File: src/common/ertr_map.vh
// Register map, field positions, reset values and timing counts of the echo
// receive, fault and timing register block. Definitions only; included by name.
`ifndef ERTR_MAP_VH
`define ERTR_MAP_VH

// Register indices; byte address is four times the index
`define ERTR_IDX_GAIN_WIN   6'h05
`define ERTR_IDX_WIN_LO     6'h06
`define ERTR_IDX_FAULT      6'h07
`define ERTR_IDX_LIMITS     6'h08

// Reset values
`define ERTR_RST_GAIN_WIN   8'h00
`define ERTR_RST_WIN_LO     8'h00
`define ERTR_RST_FAULT      3'h0
`define ERTR_RST_LIMITS     8'h19

// Gain and window-high register fields
`define ERTR_GAIN_MSB       7
`define ERTR_GAIN_LSB       5
`define ERTR_AMP_BYP        4
`define ERTR_IAMP_BYP       3
`define ERTR_IAMP_FB        2
`define ERTR_WIN_HI_MSB     1

// Fault register fields
`define ERTR_FLT_WEAK       2
`define ERTR_FLT_MISSING    1
`define ERTR_FLT_STRONG     0

// Window limits register fields
`define ERTR_LIM_FORCE      6
`define ERTR_LIM_BLANK_MSB  5
`define ERTR_LIM_BLANK_LSB  3
`define ERTR_LIM_TO_DIS     2
`define ERTR_LIM_WIN_MSB    1

// Timing counts in base periods and the largest threshold code
`define ERTR_BLANK_BASE     11'h008
`define ERTR_WINDOW_BASE    11'h080
`define ERTR_THLD_MAX       3'h7

`endif

File: src/hdl/ertr_regs.v
// Echo receive, fault and timing registers with their measurement timer.
// Assumes an APB master on pclk; echo and start pins are asynchronous.
//
// Functional notes
// - Gain field bits 7:5 selects 0 dB to 21 dB in 3 dB steps.
// - Bit 4 set bypasses and powers off the programmable amplifier.
// - Bit 3 set bypasses and powers off the low-noise amplifier.
// - Bit 2 picks amplifier feedback: capacitive at 0, resistive at 1.
// - Offset 5 bits 1:0 hold the two top timing value bits.
// - Offset 6 holds the low eight timing value bits.
// - Weak flag sets on timeout with at least one echo but fewer than expected.
// - Missing flag sets on timeout with no echo at all.
// - Writing 1 to missing flag aborts measurement, returns to idle.
// - Same write clears averaging counter and channel selection state.
// - Strong flag sets when echo amplitude exceeds the largest threshold.
// - Strong flag only reported while threshold code is 0x07.
// - Writing 1 to strong flag clears all flags, releases fault pin.
// - Fault register bits 7:3 read as zero.
// - Limits bit 6 forces a short flight measurement.
// - Bits 5:3 set short flight blanking 8 to 1024 periods, reset 3.
// - Limits bit 2 at 0 enables listen timeout, at 1 disables it.
// - Bits 1:0 set listen window 128 to 1024 periods, reset 1.
// - Base period is pclk divided by one or two.
// - Threshold code 7 is the largest comparator threshold.
`timescale 1ns/1ps
`default_nettype none
`include "ertr_map.vh"

module ertr_regs #(
   parameter ADDR_W = 8,
   parameter ECNT_W = 5
) (
   // Clock, reset, enable
   input  wire              pclk,
   input  wire              presetn,
   input  wire              ce,
   // APB slave
   input  wire              psel,
   input  wire              penable,
   input  wire              pwrite,
   input  wire [ADDR_W-1:0] paddr,
   input  wire [31:0]       pwdata,
   output wire [31:0]       prdata,
   output wire              pready,
   output wire              pslverr,
   // Same-clock configuration
   input  wire [2:0]        echo_threshold_sel,
   input  wire [ECNT_W-1:0] expected_echo_count,
   input  wire              base_div2,
   // Asynchronous pins
   input  wire              meas_start_pin,
   input  wire              echo_zc_pin,
   input  wire              echo_over_pin,
   // Analog front end controls
   output wire [2:0]        amp_gain_select,
   output wire              amp_bypass,
   output wire              input_amp_bypass,
   output wire              input_amp_feedback_sel,
   output wire [9:0]        timing_value,
   output wire              short_flight_force,
   output wire [2:0]        short_flight_blank_len,
   output wire [1:0]        listen_window_len,
   // Status
   output wire              fault_out_n,
   output wire [1:0]        meas_phase,
   output wire              avg_count_clear,
   output wire              chan_sel_reset
);

   localparam ST_IDLE   = 2'b00;
   localparam ST_BLANK  = 2'b01;
   localparam ST_LISTEN = 2'b10;

   // Byte address of a register index
   function [ADDR_W-1:0] reg_addr;
      input [5:0]        idx;
      reg   [ADDR_W+7:0] wide;
      begin
         // Widened first so a narrow address bus never needs a zero replication
         wide     = {{ADDR_W{1'b0}}, idx, 2'b00};
         reg_addr = wide[ADDR_W-1:0];
      end
   endfunction

   // Base-period length doubled per code step
   function [10:0] period_len;
      input [10:0] base;
      input [2:0]  code;
      begin
         period_len = base << code;
      end
   endfunction

   // Registers
   reg  [7:0]        gain_win_q;
   reg  [7:0]        win_lo_q;
   reg  [7:0]        limits_q;
   reg  [2:0]        fault_q;
   reg  [2:0]        fault_d;
   reg  [1:0]        state_q;
   reg  [1:0]        state_d;
   reg  [10:0]       cnt_q;
   reg  [10:0]       cnt_d;
   reg  [ECNT_W-1:0] echo_cnt_q;
   reg  [ECNT_W-1:0] echo_cnt_d;
   reg               start_last_q;
   reg               zc_last_q;
   reg               pready_q;
   reg               pslverr_q;
   reg  [31:0]       prdata_q;
   reg               fault_out_n_q;
   reg               avg_clear_q;
   reg               chsel_rst_q;

   wire              start_s;
   wire              zc_s;
   wire              over_s;
   wire              tick;
   wire              start_rise;
   wire              zc_rise;
   wire              wr_acc;
   wire              map_hit;
   wire              abort;
   wire              clr_all;
   wire [10:0]       blank_len;
   wire [10:0]       win_len;
   reg               timeout;
   reg  [31:0]       rd_word;

   ertr_sync #(
      .W (3)
   ) u_sync (
      .pclk     (pclk),
      .presetn  (presetn),
      .ce       (ce),
      .async_in ({meas_start_pin, echo_zc_pin, echo_over_pin}),
      .sync_out ({start_s, zc_s, over_s})
   );

   ertr_tick u_tick (
      .pclk    (pclk),
      .presetn (presetn),
      .ce      (ce),
      .run     (state_q != ST_IDLE),
      .div2    (base_div2),
      .tick    (tick)
   );

   assign start_rise = start_s & ~start_last_q;
   assign zc_rise    = zc_s & ~zc_last_q;

   // APB: answer on the second access cycle, write lands with pready
   assign wr_acc  = psel & penable & pready_q & pwrite;
   assign map_hit = (paddr == reg_addr(`ERTR_IDX_GAIN_WIN)) |
                    (paddr == reg_addr(`ERTR_IDX_WIN_LO)) |
                    (paddr == reg_addr(`ERTR_IDX_FAULT)) |
                    (paddr == reg_addr(`ERTR_IDX_LIMITS));

   assign abort   = wr_acc & (paddr == reg_addr(`ERTR_IDX_FAULT)) &
                    pwdata[`ERTR_FLT_MISSING];
   assign clr_all = wr_acc & (paddr == reg_addr(`ERTR_IDX_FAULT)) &
                    pwdata[`ERTR_FLT_STRONG];

   assign blank_len = period_len(`ERTR_BLANK_BASE,
                         limits_q[`ERTR_LIM_BLANK_MSB:`ERTR_LIM_BLANK_LSB]);
   assign win_len   = period_len(`ERTR_WINDOW_BASE,
                         {1'b0, limits_q[`ERTR_LIM_WIN_MSB:0]});

   // Read multiplexer
   always @* begin
      rd_word = 32'h00000000;
      if (paddr == reg_addr(`ERTR_IDX_GAIN_WIN)) begin
         rd_word[7:0] = gain_win_q;
      end else if (paddr == reg_addr(`ERTR_IDX_WIN_LO)) begin
         rd_word[7:0] = win_lo_q;
      end else if (paddr == reg_addr(`ERTR_IDX_FAULT)) begin
         rd_word[2:0] = fault_q;
      end else if (paddr == reg_addr(`ERTR_IDX_LIMITS)) begin
         rd_word[7:0] = limits_q;
      end
   end

   // Measurement sequencer
   always @* begin
      state_d    = state_q;
      cnt_d      = cnt_q;
      echo_cnt_d = echo_cnt_q;
      timeout    = 1'b0;
      case (state_q)
         ST_IDLE: begin
            cnt_d      = 11'h000;
            echo_cnt_d = {ECNT_W{1'b0}};
            if (start_rise) begin
               if (limits_q[`ERTR_LIM_FORCE]) begin
                  state_d = ST_BLANK;
               end else begin
                  state_d = ST_LISTEN;
               end
            end
         end
         ST_BLANK: begin
            // Echoes inside the blanking period are ignored
            if (tick) begin
               if (cnt_q == blank_len - 11'h001) begin
                  cnt_d   = 11'h000;
                  state_d = ST_LISTEN;
               end else begin
                  cnt_d = cnt_q + 11'h001;
               end
            end
         end
         ST_LISTEN: begin
            if (zc_rise && echo_cnt_q != {ECNT_W{1'b1}}) begin
               echo_cnt_d = echo_cnt_q + {{(ECNT_W-1){1'b0}}, 1'b1};
            end
            if (zc_rise && echo_cnt_d >= expected_echo_count) begin
               state_d = ST_IDLE;
            end else if (tick) begin
               if (cnt_q == win_len - 11'h001) begin
                  // Counter saturates when the timeout is disabled
                  if (!limits_q[`ERTR_LIM_TO_DIS]) begin
                     timeout = 1'b1;
                     state_d = ST_IDLE;
                  end
               end else begin
                  cnt_d = cnt_q + 11'h001;
               end
            end
         end
         default: begin
            state_d = ST_IDLE;
         end
      endcase
      if (abort) begin
         state_d = ST_IDLE;
      end
   end

   // Fault flags: a new event wins over a clear in the same cycle
   always @* begin
      fault_d = fault_q;
      if (clr_all) begin
         fault_d = 3'h0;
      end else if (wr_acc && paddr == reg_addr(`ERTR_IDX_FAULT) &&
                   pwdata[`ERTR_FLT_MISSING]) begin
         fault_d[`ERTR_FLT_MISSING] = 1'b0;
      end
      if (timeout && echo_cnt_q == {ECNT_W{1'b0}}) begin
         fault_d[`ERTR_FLT_MISSING] = 1'b1;
      end
      if (timeout && echo_cnt_q != {ECNT_W{1'b0}} &&
          echo_cnt_q < expected_echo_count) begin
         fault_d[`ERTR_FLT_WEAK] = 1'b1;
      end
      if (state_q == ST_LISTEN && over_s &&
          echo_threshold_sel == `ERTR_THLD_MAX) begin
         fault_d[`ERTR_FLT_STRONG] = 1'b1;
      end
   end

   // Register file
   always @(posedge pclk or negedge presetn) begin
      if (!presetn) begin
         gain_win_q <= `ERTR_RST_GAIN_WIN;
         win_lo_q   <= `ERTR_RST_WIN_LO;
         limits_q   <= `ERTR_RST_LIMITS;
      end else if (ce && wr_acc) begin
         if (paddr == reg_addr(`ERTR_IDX_GAIN_WIN)) begin
            gain_win_q <= pwdata[7:0];
         end
         if (paddr == reg_addr(`ERTR_IDX_WIN_LO)) begin
            win_lo_q <= pwdata[7:0];
         end
         if (paddr == reg_addr(`ERTR_IDX_LIMITS)) begin
            limits_q <= pwdata[7:0];
         end
      end
   end

   // APB handshake
   always @(posedge pclk or negedge presetn) begin
      if (!presetn) begin
         pready_q  <= 1'b0;
         pslverr_q <= 1'b0;
         prdata_q  <= 32'h00000000;
      end else if (ce) begin
         if (psel && penable && !pready_q) begin
            pready_q  <= 1'b1;
            pslverr_q <= ~map_hit;
            prdata_q  <= pwrite ? 32'h00000000 : rd_word;
         end else begin
            pready_q  <= 1'b0;
            pslverr_q <= 1'b0;
         end
      end
   end

   // Sequencer, flags and pin state
   always @(posedge pclk or negedge presetn) begin
      if (!presetn) begin
         state_q       <= ST_IDLE;
         cnt_q         <= 11'h000;
         echo_cnt_q    <= {ECNT_W{1'b0}};
         fault_q       <= `ERTR_RST_FAULT;
         start_last_q  <= 1'b0;
         zc_last_q     <= 1'b0;
         fault_out_n_q <= 1'b1;
         avg_clear_q   <= 1'b0;
         chsel_rst_q   <= 1'b0;
      end else if (ce) begin
         state_q       <= state_d;
         cnt_q         <= abort ? 11'h000 : cnt_d;
         echo_cnt_q    <= abort ? {ECNT_W{1'b0}} : echo_cnt_d;
         fault_q       <= fault_d;
         start_last_q  <= start_s;
         zc_last_q     <= zc_s;
         fault_out_n_q <= ~(|fault_d);
         avg_clear_q   <= abort;
         chsel_rst_q   <= abort;
      end
   end

   // Outputs
   assign prdata                 = prdata_q;
   assign pready                 = pready_q;
   assign pslverr                = pslverr_q;
   assign amp_gain_select        = gain_win_q[`ERTR_GAIN_MSB:`ERTR_GAIN_LSB];
   assign amp_bypass             = gain_win_q[`ERTR_AMP_BYP];
   assign input_amp_bypass       = gain_win_q[`ERTR_IAMP_BYP];
   assign input_amp_feedback_sel = gain_win_q[`ERTR_IAMP_FB];
   assign timing_value           = {gain_win_q[`ERTR_WIN_HI_MSB:0], win_lo_q};
   assign short_flight_force     = limits_q[`ERTR_LIM_FORCE];
   assign short_flight_blank_len = limits_q[`ERTR_LIM_BLANK_MSB:`ERTR_LIM_BLANK_LSB];
   assign listen_window_len      = limits_q[`ERTR_LIM_WIN_MSB:0];
   assign fault_out_n            = fault_out_n_q;
   assign meas_phase             = state_q;
   assign avg_count_clear        = avg_clear_q;
   assign chan_sel_reset         = chsel_rst_q;

endmodule // ertr_regs

`default_nettype wire

File: src/hdl/ertr_sync.v
// Two-stage synchroniser for pins entering the pclk domain.
// Assumes pclk is running; holds state while ce is low.
`timescale 1ns/1ps
`default_nettype none

module ertr_sync #(
   parameter W = 1
) (
   // Clock and reset
   input  wire         pclk,
   input  wire         presetn,
   input  wire         ce,
   // Data
   input  wire [W-1:0] async_in,
   output wire [W-1:0] sync_out
);

   reg [W-1:0] meta_q;
   reg [W-1:0] sync_q;

   // First stage feeds the second stage only
   always @(posedge pclk or negedge presetn) begin
      if (!presetn) begin
         meta_q <= {W{1'b0}};
         sync_q <= {W{1'b0}};
      end else if (ce) begin
         meta_q <= async_in;
         sync_q <= meta_q;
      end
   end

   assign sync_out = sync_q;

endmodule // ertr_sync

`default_nettype wire

File: src/hdl/ertr_tick.v
// Base period strobe: pclk divided by one or two.
// Assumes run is low outside a measurement so each one starts in phase.
`timescale 1ns/1ps
`default_nettype none

module ertr_tick (
   // Clock and reset
   input  wire pclk,
   input  wire presetn,
   input  wire ce,
   // Control
   input  wire run,
   input  wire div2,
   // Strobe
   output wire tick
);

   reg phase_q;

   always @(posedge pclk or negedge presetn) begin
      if (!presetn) begin
         phase_q <= 1'b0;
      end else if (ce) begin
         if (!run) begin
            phase_q <= 1'b0;
         end else begin
            phase_q <= ~phase_q;
         end
      end
   end

   // Divide by two fires on every second cycle of the run
   assign tick = run & ce & (~div2 | phase_q);

endmodule // ertr_tick

`default_nettype wire

File: config.mk
export PLATFORM = sky130hd
export DESIGN_NAME = ertr_regs
export DESIGN_NICKNAME = d
export VERILOG_FILES = /design/src/hdl/ertr_regs.v /design/src/hdl/ertr_sync.v /design/src/hdl/ertr_tick.v
export VERILOG_INCLUDE_DIRS = /design/src /design/src/common
export SDC_FILE = /design/constraint.sdc
export NUM_CORES = 1
export LEC_CHECK = 0
export BUFFER_PORTS_ARGS = -buffer_cell sky130_fd_sc_hd__clkbuf_2
export CAP_MARGIN = 20
export CELL_PAD_IN_SITES_DETAIL_PLACEMENT = 0
export CELL_PAD_IN_SITES_GLOBAL_PLACEMENT = 2
export CORE_UTILIZATION = 35
export CTS_BUF_LIST = sky130_fd_sc_hd__clkbuf_2
export CTS_CLUSTER_DIAMETER = 100
export DETAILED_ROUTE_END_ITERATION = 16
export PLACE_DENSITY_LB_ADDON = 0.08
export SYNTH_ARGS = -nofsm -noshare
export SYNTH_HDL_FRONTEND = slang
export SYNTH_SLANG_ARGS = --single-unit
File: constraint.sdc
create_clock -name pclk -period 7.02 [get_ports pclk]
set_clock_uncertainty 0.05 [all_clocks]
set_input_delay 1.053 -clock pclk [delete_from_list [all_inputs] [get_ports pclk]]
set_output_delay 1.053 -clock pclk [all_outputs]
set_load 0.005 [all_outputs]
**After elaboration in Yosys (flattened, before gate mapping)**

Cells that the tools add are included.

- Flip-flop bits (word level): 90
- Bits of input ports: 58
- Output and inout bits: 61
- Logic and storage cells: 133

- Add/subtract/negate cells: 4
- $lt $le $gt $ge: 2
- Equal/unequal tests: 19
- Shifts and indexed selects: 2
- Multiplexer cells: 42
- Bitwise logic cells: 20
- Reduce and logical (&&, ||, !) cells: 27

Operator list:

| kind | count |
|---|---|
| $mux W11 | 6 |
| $pmux W11 S3 | 1 |
| $mux W8 | 4 |
| $eq A8 B5 Y1 const B | 3 |
| $eq A11 B11 Y1 | 2 |
| $sub A11 B1 Y11 const B | 2 |
| $mux W5 | 4 |
| $mux W2 | 9 |
| $ne A3 B3 Y1 const B | 6 |
| $mux W1 | 15 |
| $logic_and A1 B1 Y1 | 12 |
| $ne A4 B4 Y1 const B | 3 |
| $add A11 B1 Y11 const B | 1 |
| $shl A4 B3 Y11 const A | 1 |
| $shl A8 B2 Y11 const A | 1 |
| $and A1 B1 Y1 | 10 |
| $pmux W5 S2 | 1 |
| $reduce_and A2 Y1 | 5 |
| $eq A8 B6 Y1 const B | 1 |
| $reduce_and A7 Y1 | 1 |
| $not A1 Y1 | 6 |
| $pmux W2 S3 | 1 |
| $reduce_and A6 Y1 | 1 |
| $add A5 B1 Y5 const B | 1 |
| 16 further kinds | 19 |

**Depth between registers and ports, before layout**

Gate-level depths: netlist of run 1.

- Depth after elaboration: 14
- Gate-level depth with buffers: 15
- Gate-level depth less buffers: 14

**Modules after synthesis**

A second synthesis of run 1 with hierarchy kept.

- Cells, all modules: 378
- Area, all modules: 3963.8 um^2

By module, submodules not included:

| module | times used | cells an instance | area an instance (um^2) | seq. area each (um^2) |
|---|---|---|---|---|
| ertr_regs | 1 | 360 | 3664.8 | 1481.4 |
| ertr_sync | 1 | 13 | 251.5 | 150.1 |
| ertr_tick | 1 | 5 | 47.5 | 25.0 |

**Least setup slack after synthesis of run 1**

OpenSTA, ideal clock, no wires.

- Path kind: register to register
- From: reg echo_cnt_q[0]
- To: reg cnt_q[7]
- Setup time: 0.126 ns
- Data arrival time: 3.220 ns
- Required time: 6.844 ns
- Path slack: 3.624 ns
- Stages on the path, launching flop included: 15
- Path buffers: 1
- Period minus slack after synthesis: 3.396 ns
- Cells stage by stage: dfrtp_1 > ha_1 > and3_1 > ha_1 > nor2_1 > mux2_2 > ha_1 > nand2_1 > a21oi_1 > a21oi_1 > a311oi_2 > nand3b_4 > nor2_2 > buf_6 > a221o_1

- Cells in the longest elaborated chain, start to end: 8
- Elaborated cells between the ends (all ways): 9
- Those cells by class: 1 x add/sub; 1 x order compare; 2 x eq/ne; 2 x mux; 3 x reduce/logical

RTL lines:

| what | line | text |
|---|---|---|
| start, declared | ertr_regs.v:104 | `reg [ECNT_W-1:0] echo_cnt_q;` |
| start signal, assigned | ertr_regs.v:303 | `echo_cnt_q <= {ECNT_W{1'b0}};` |
| start signal, assigned | ertr_regs.v:313 | `echo_cnt_q <= abort ? {ECNT_W{1'b0}} : echo_cnt_d;` |
| branches (longest 2 deep; another with $add A5 B1 Y5) | n/a |  |
| $mux W5 * | ertr_regs.v:213 | `if (zc_rise && echo_cnt_q != {ECNT_W{1'b1}}) begin` |
| $mux W5 * | ertr_regs.v:189 | `case (state_q)` |
| $ge A5 B5 Y1 * | ertr_regs.v:216 | `if (zc_rise && echo_cnt_d >= expected_echo_count) begin` |
| $logic_and A1 B1 Y1 * | ertr_regs.v:216 |  |
| $ne A3 B3 Y1 (no source line) * | n/a |  |
| $reduce_and A6 Y1 (no source line) * | n/a |  |
| end signal, assigned | ertr_regs.v:312 | `cnt_q <= abort ? 11'h000 : cnt_d;` |
| end, declared | ertr_regs.v:102 | `reg [10:0] cnt_q;` |

Every way passes the cells marked *. The select of a mux whose other input is x is not followed.
A chain may end at the register's enable or synchronous reset.

**Worst setup path after layout of run 1**

- From: reg echo_cnt_q[0]
- To: reg cnt_q[0]

The elaborated chain is that of the path after synthesis.

==> flow_summary.yaml, run 1 <==
outcome:
  status: "completed"
floorplan:
  die_height_um: 110
  rows: 39
  die_x_um: 110
  ios: 119
  initial_core_util_pct: 35.8
  die_area_um2: 12100
  coreArea_um2: 11400
cts:
  path_clk_slew_ps: 220
  h-tree-depth: 3
  clock_sinks: 66
  cts_made_buffers: 9
  clockBufferDepth: 2
  post_cts_buffers: 0
  postCtsHoldBufs: 0
  clk_latency_ps: 500
  root_buffer: "clkbuf_2"
  post_cts_resized: 0
  cts_tree: "built"
place:
  placed_cells: 591
  dpl_cell_area_um2: 4400
  post-place-ws_ps: 3070
  dp_hpwl_um: 7250
  port_buffers: 70
  gp_congestion: 0.713
final_layout:
  syn2layout_area_growth_pct: 12.2
  mostFrequentLayoutCell: "clkbuf_2"
  diodes: 0
  final_nets: 533
  design_area_um2: 4560
  final_cell_mix: "clkbuf_2, dfrtp_1, nand2_1"
  layout-drive-gt1-share_pct: 31.0
  instances_no_fill: 607
  final_util_pct: 40.1
worst_setup_path:
  cp-start-kind: "flop"
  critical_path.max_fanout: 11
  worstPathArrival_ps: 4340
  crit_path_end_kind: "flop"
  crit_required_ps: 7420
  r2r_start: "echo_cnt_q[0]"
  critPathKind: "reg2reg"
  crit_path_start: "echo_cnt_q[0]"
route:
  vias: 3131
  drt-total-wl_um: 10000
  vias_per_cell: 5.16
  drtIter0Drc: 100
  postRouteAntennaNets: 0
  wl_per_cell_um: 16.5
  drc: 0
  first_pass_iters: 4
synth:
  avgSynthCellArea_um2: 10.2
  ys_types: 68
  ys_warn_count: 0
  async_flop_share_pct: 100
  synth_edf_count: 0
  ys_seq_area_share_pct: 40.7
  ys_ff_latch: 66
  synthCells: 397
  synth_area_um2: 4070
  synthFlopType: "dfrtp_1"
timing:
  tns_ps: 0
  worstMarginPinSlew_ps: 887
  period_share_pct: 56.3
  slew_headroom_pct: 40.9
  drv_slew: 0
  rsz0062_at_grt: "false"
  max_freq_ghz: 0.253
  min_period_ps: 3950
  finalSetupViolations: 0
  hold_viol: 0
  layout_setup_ws_ps: 3070
global_routing:
  grt_max_degree: 67
  grt_pass1_wl_um: 16200
  grt_antenna_before_repair: 0
  overflow: 0
  grt_pass1_vias: 3071
  gr-usage-all-layers_pct: 17.9
power_and_ir_drop:
  ir_drop_mv: 0.0917
  power_density_nw_per_um2: 213
  power_leakage_nw: 2.19
min_path:
  min_path_type: "reg2reg"
  hold_start: "prdata[3]"
job:
  max_cap_viol_count: 0
sequential cells by signal, summed over array words and instances (netlist names), 2 cells and up:
| register | count |
|---|---|
| cnt_q | 11 |
| gain_win_q | 8 |
| limits_q | 8 |
| prdata | 8 |
| win_lo_q | 8 |
| echo_cnt_q | 5 |
| fault_q | 3 |
| u_sync.meta_q | 3 |
| u_sync.sync_out | 3 |
| meas_phase | 2 |
per-layer routing:
| metal | share of wire, % | wire length (um) | GRT usage (%) | up-vias |
|---|---|---|---|---|
| met5 | 0 | 0 | 0 | - |
| met4 | 0.69 | 69 | 4.86 | 0 |
| met3 | 3.5 | 351 | 3.44 | 4 |
| met2 | 49 | 4870 | 29.3 | 67 |
| met1 | 47 | 4720 | 24.1 | 1540 |
| li1 | - | - | - | 1520 |
synth_stat cells, types with 3 or more instances:
cell type / count / area [um^2]
and2_1: 3 / 18.8
a32o_1: 6 / 60.1
buf_4: 31 / 233
mux2i_1: 4 / 40.0
nor2_1: 20 / 75.1
a31oi_1: 3 / 18.8
nand2b_1: 5 / 31.3
nor2b_1: 6 / 37.5
nand4_1: 6 / 37.5
a221oi_1: 3 / 26.3
o21ai_1: 4 / 20.0
nor3_1: 3 / 15.0
inv_1: 19 / 71.3
xnor2_1: 4 / 35.0
a21oi_1: 13 / 65.1
a22o_1: 7 / 61.3
dfstp_2: 4 / 105
clkbuf_1: 7 / 26.3
o2bb2ai_1: 3 / 26.3
nand3_1: 7 / 35.0
nand2_1: 38 / 143
mux2_2: 28 / 315
buf_2: 4 / 20.0
ha_1: 16 / 200
and3_1: 3 / 18.8
o31ai_1: 9 / 67.6
mux2_4: 8 / 120
dfrtp_1: 62 / 1550
o21ai_0: 20 / 100
layout make-up:
type | instances | area (um^2)
well taps | 143 | 179
repair buffers | 72 | 365
clock buffers | 10 | 50.0
inverters | 19 | 71.3
clock inverters | 6 | 115
fillers | 1191 | 6810
flip-flops and latches | 66 | 1660
multi-input cells | 291 | 2120
critical path, cell delays in order, from the launching register on:
cell and delay [ps]:
dfrtp_1 470, ha_1 220, and3_1 180, ha_1 170, nor2_1 460, nand2_1 140, xnor2_1 220, ha_1 280
a21oi_1 120, o21ai_0 130, a21oi_1 320, a311oi_2 200, nand3b_4 250, nor2_2 460, mux2_2 240
kinds of logic (layout without fill, tap and decap cells):
family                   after synthesis  count (layout)  synth area share (%)
adder cells (fa/ha/maj)               16              16                  4.92
other                                  1              24                0.0922
AO/OA/AOI/OAI                         93              93                  16.8
flip-flops                            66              66                  40.7
multiplexers                          40              40                  11.7
XOR/XNOR                               5               5                  1.08
AND/OR/NAND/NOR                      113             113                  15.6
buffers and inverters                 63             107                  9.17
path summary, 6_finish.rpt:
kind                               to  slack (ps)  depth (start not counted)
setup reg to reg             cnt_q[0]        3070                         14
hold reg to reg             prdata[3]         460                          2
min in group asynchronous  fault_q[0]         670                          2
max in group asynchronous    cnt_q[3]        5660                          2
hold / removal              prdata[3]         460                          2
setup / recovery             cnt_q[0]        3070                         14
stage by stage:
stage	hold slack, ps	total power, mW
detailed placement	420	0.672
global route	484	1.03
global placement	413	0.670
CTS	465	0.986
floorplan	417	0.609
finish	460	0.970
where the power goes:
part | total, mW | internal, mW | switching, mW
Clock | 0.309 | 0.156 | 0.153
Combinational | 0.235 | 0.0973 | 0.137
Sequential | 0.426 | 0.405 | 0.0214
Total | 0.970 | 0.658 | 0.312
Note: power is estimated with default switching activity, not from simulation.
==> inputs of run 2 (changes only) <==
- CORE_UTILIZATION: 35 -> 30
- clock period: 7.02 -> 3.4 ns (I/O delays scaled with it)
==> flow_summary.yaml, run 2 (synthesis gave the netlist of run 1 again) <==
worst_setup_path:
  critPathKind: "reg2reg"
  worstPathArrival_ps: 3650
  crit_required_ps: 3790
  crit_path_end_kind: "flop"
  cp-start-kind: "flop"
  critical_path.max_fanout: 6
global_routing:
  globalRouteMet3Util_pct: 3.57
  top_usage_layer: "met2"
  grt_max_degree: 67
  use_met1_pct: 21.9
  grt_antenna_before_repair: 0
  gr-usage-met2_pct: 24.7
  grt_pass1_wl_um: 17200
  gr-usage-all-layers_pct: 16.1
  grt_pass1_vias: 3082
  overflow: 0
timing:
  worstMarginPinSlew_ps: 891
  finalSetupViolations: 0
  period_share_pct: 95.9
  drv_slew: 0
  slew_headroom_pct: 40.6
  min_period_ps: 3260
  max_freq_ghz: 0.307
  rsz0062_at_grt: "true"
  hold_viol: 0
route:
  first_pass_iters: 10
  drtIter0Drc: 126
  wl_per_cell_um: 16.1
  vias: 3198
  drt-total-wl_um: 10700
  postRouteAntennaNets: 0
  drc: 1
  vias_per_cell: 4.83
floorplan:
  coreArea_um2: 13200
  ios: 119
  die_x_um: 118
  die_height_um: 118
  die_area_um2: 14000
  initial_core_util_pct: 30.7
  rows: 42
place:
  port_buffers: 70
  gp_congestion: 0.720
  dp_hpwl_um: 7740
  dpl_cell_area_um2: 4560
power_and_ir_drop:
  power_leakage_nw: 2.32
  power_density_nw_per_um2: 420
  ir_drop_mv: 0.257
final_layout:
  design_area_um2: 4850
  top_register: "cnt_q"
  layout-drive-gt1-share_pct: 36.8
  final_nets: 555
  largest_reg_flops: 11
  final_util_pct: 36.6
  diodes: 0
  syn2layout_area_growth_pct: 19.3
  final_cell_mix: "clkbuf_2, dfrtp_1, nand2_1"
  mostFrequentLayoutCell: "clkbuf_2"
cts:
  h-tree-depth: 3
  cts_tree: "built"
  path_clk_slew_ps: 190
  root_buffer: "clkbuf_2"
  clockBufferDepth: 2
  clk_latency_ps: 560
  cts_made_buffers: 9
  postCtsHoldBufs: 0
  clock_sinks: 66
outcome:
  status: "complete, but fails checks"
  violations: "DRC"
min_path:
  min_path_type: "in2async"
job:
  max_cap_viol_count: 0
run 2: changes by cell type in the layout (fill, tap and decap cells not counted), moves of 3 or more:
cell     change
o21ai_0      -3
a21oi_2      +3
buf_4       +19
ha_1         -3
a21oi_1      -3
run 2: power breakdown:
| part | switching, mW | internal (mW) |
|---|---|---|
| Combinational | 0.333 | 0.279 |
| Sequential | 0.0372 | 0.836 |
| Clock | 0.302 | 0.250 |
| Total | 0.672 | 1.36 |
run 2: final cells by class:
cell class                 count  area [um^2]
clock buffer                  12         60.1
multi-input combinational    291         2210
timing repair buffer          94          564
tap                          176          220
sequential                    66         1660
clock inverter                 4         68.8
inverter                      19         71.3
fill                        1375         8390
run 2: critical path, stage by stage, from the launching register on:
cell and delay [ps]:
dfrtp_1 420, ha_2 200, and3_4 180, ha_4 150, nor2_4 80, buf_6 130
mux2_4 330, ha_4 270, nand2_1 60, nor2_2 110, a21oi_2 90, a311oi_2 370
nand3b_4 230, nor2_4 60, buf_12 150, a221o_1 300
run 2: routing by layer:
| layer | vias up | share of wire (%) | wire (um) |
|---|---|---|---|
| li1 | 1571 | - | - |
| met1 | 1544 | 48 | 5160 |
| met2 | 70 | 46 | 4920 |
| met3 | 13 | 3.8 | 403 |
| met4 | 0 | 1.7 | 178 |
| met5 | - | 0 | 0 |
run 2: what timing repair did:
| item | CTS | global route |
|---|---|---|
| endpoints found under the setup margin | 9 | 11 |
| pin swaps | 2 | 15 |
| buffers inserted | 2 | 4 |
| gates cloned | 0 | 1 |
| resized for setup | 4 | 18 |
run 2: metrics by stage:
| stage | hold slack, ps | setup TNS (ps) | cells | total power [mW] | setup slack, ps |
|---|---|---|---|---|---|
| 3_3_place_gp | 414 | -128 | 639 | 1.45 | -34.4 |
| 5_1_grt | 60.2 | -35.5 | 662 | 2.19 | -29.4 |
| 3_5_place_dp | 419 | -158 | 639 | 1.45 | -38.5 |
| 6_report | 74.6 | 0 | 662 | 2.04 | 138 |
| 4_1_cts | 53.8 | 0 | 657 | 2.04 | 2.12 |
| 2_1_floorplan | 164 | 0 | 420 | 1.26 | 3.96 |
run 2: worst paths after layout:
kind | from | end | slack, ps | cells past startpoint
worst min-delay path | presetn | u_sync.meta_q[0] | 70 | 2
worst max-delay path | echo_cnt_q[1] | cnt_q[7] | 140 | 15
worst max register to register | echo_cnt_q[1] | cnt_q[7] | 140 | 15
max in group asynchronous | presetn | meas_phase[0] | 2610 | 2
min in group pclk | echo_over_pin | u_sync.meta_q[0] | 130 | 2
worst min register to register | prdata[4] | prdata[4] | 450 | 2
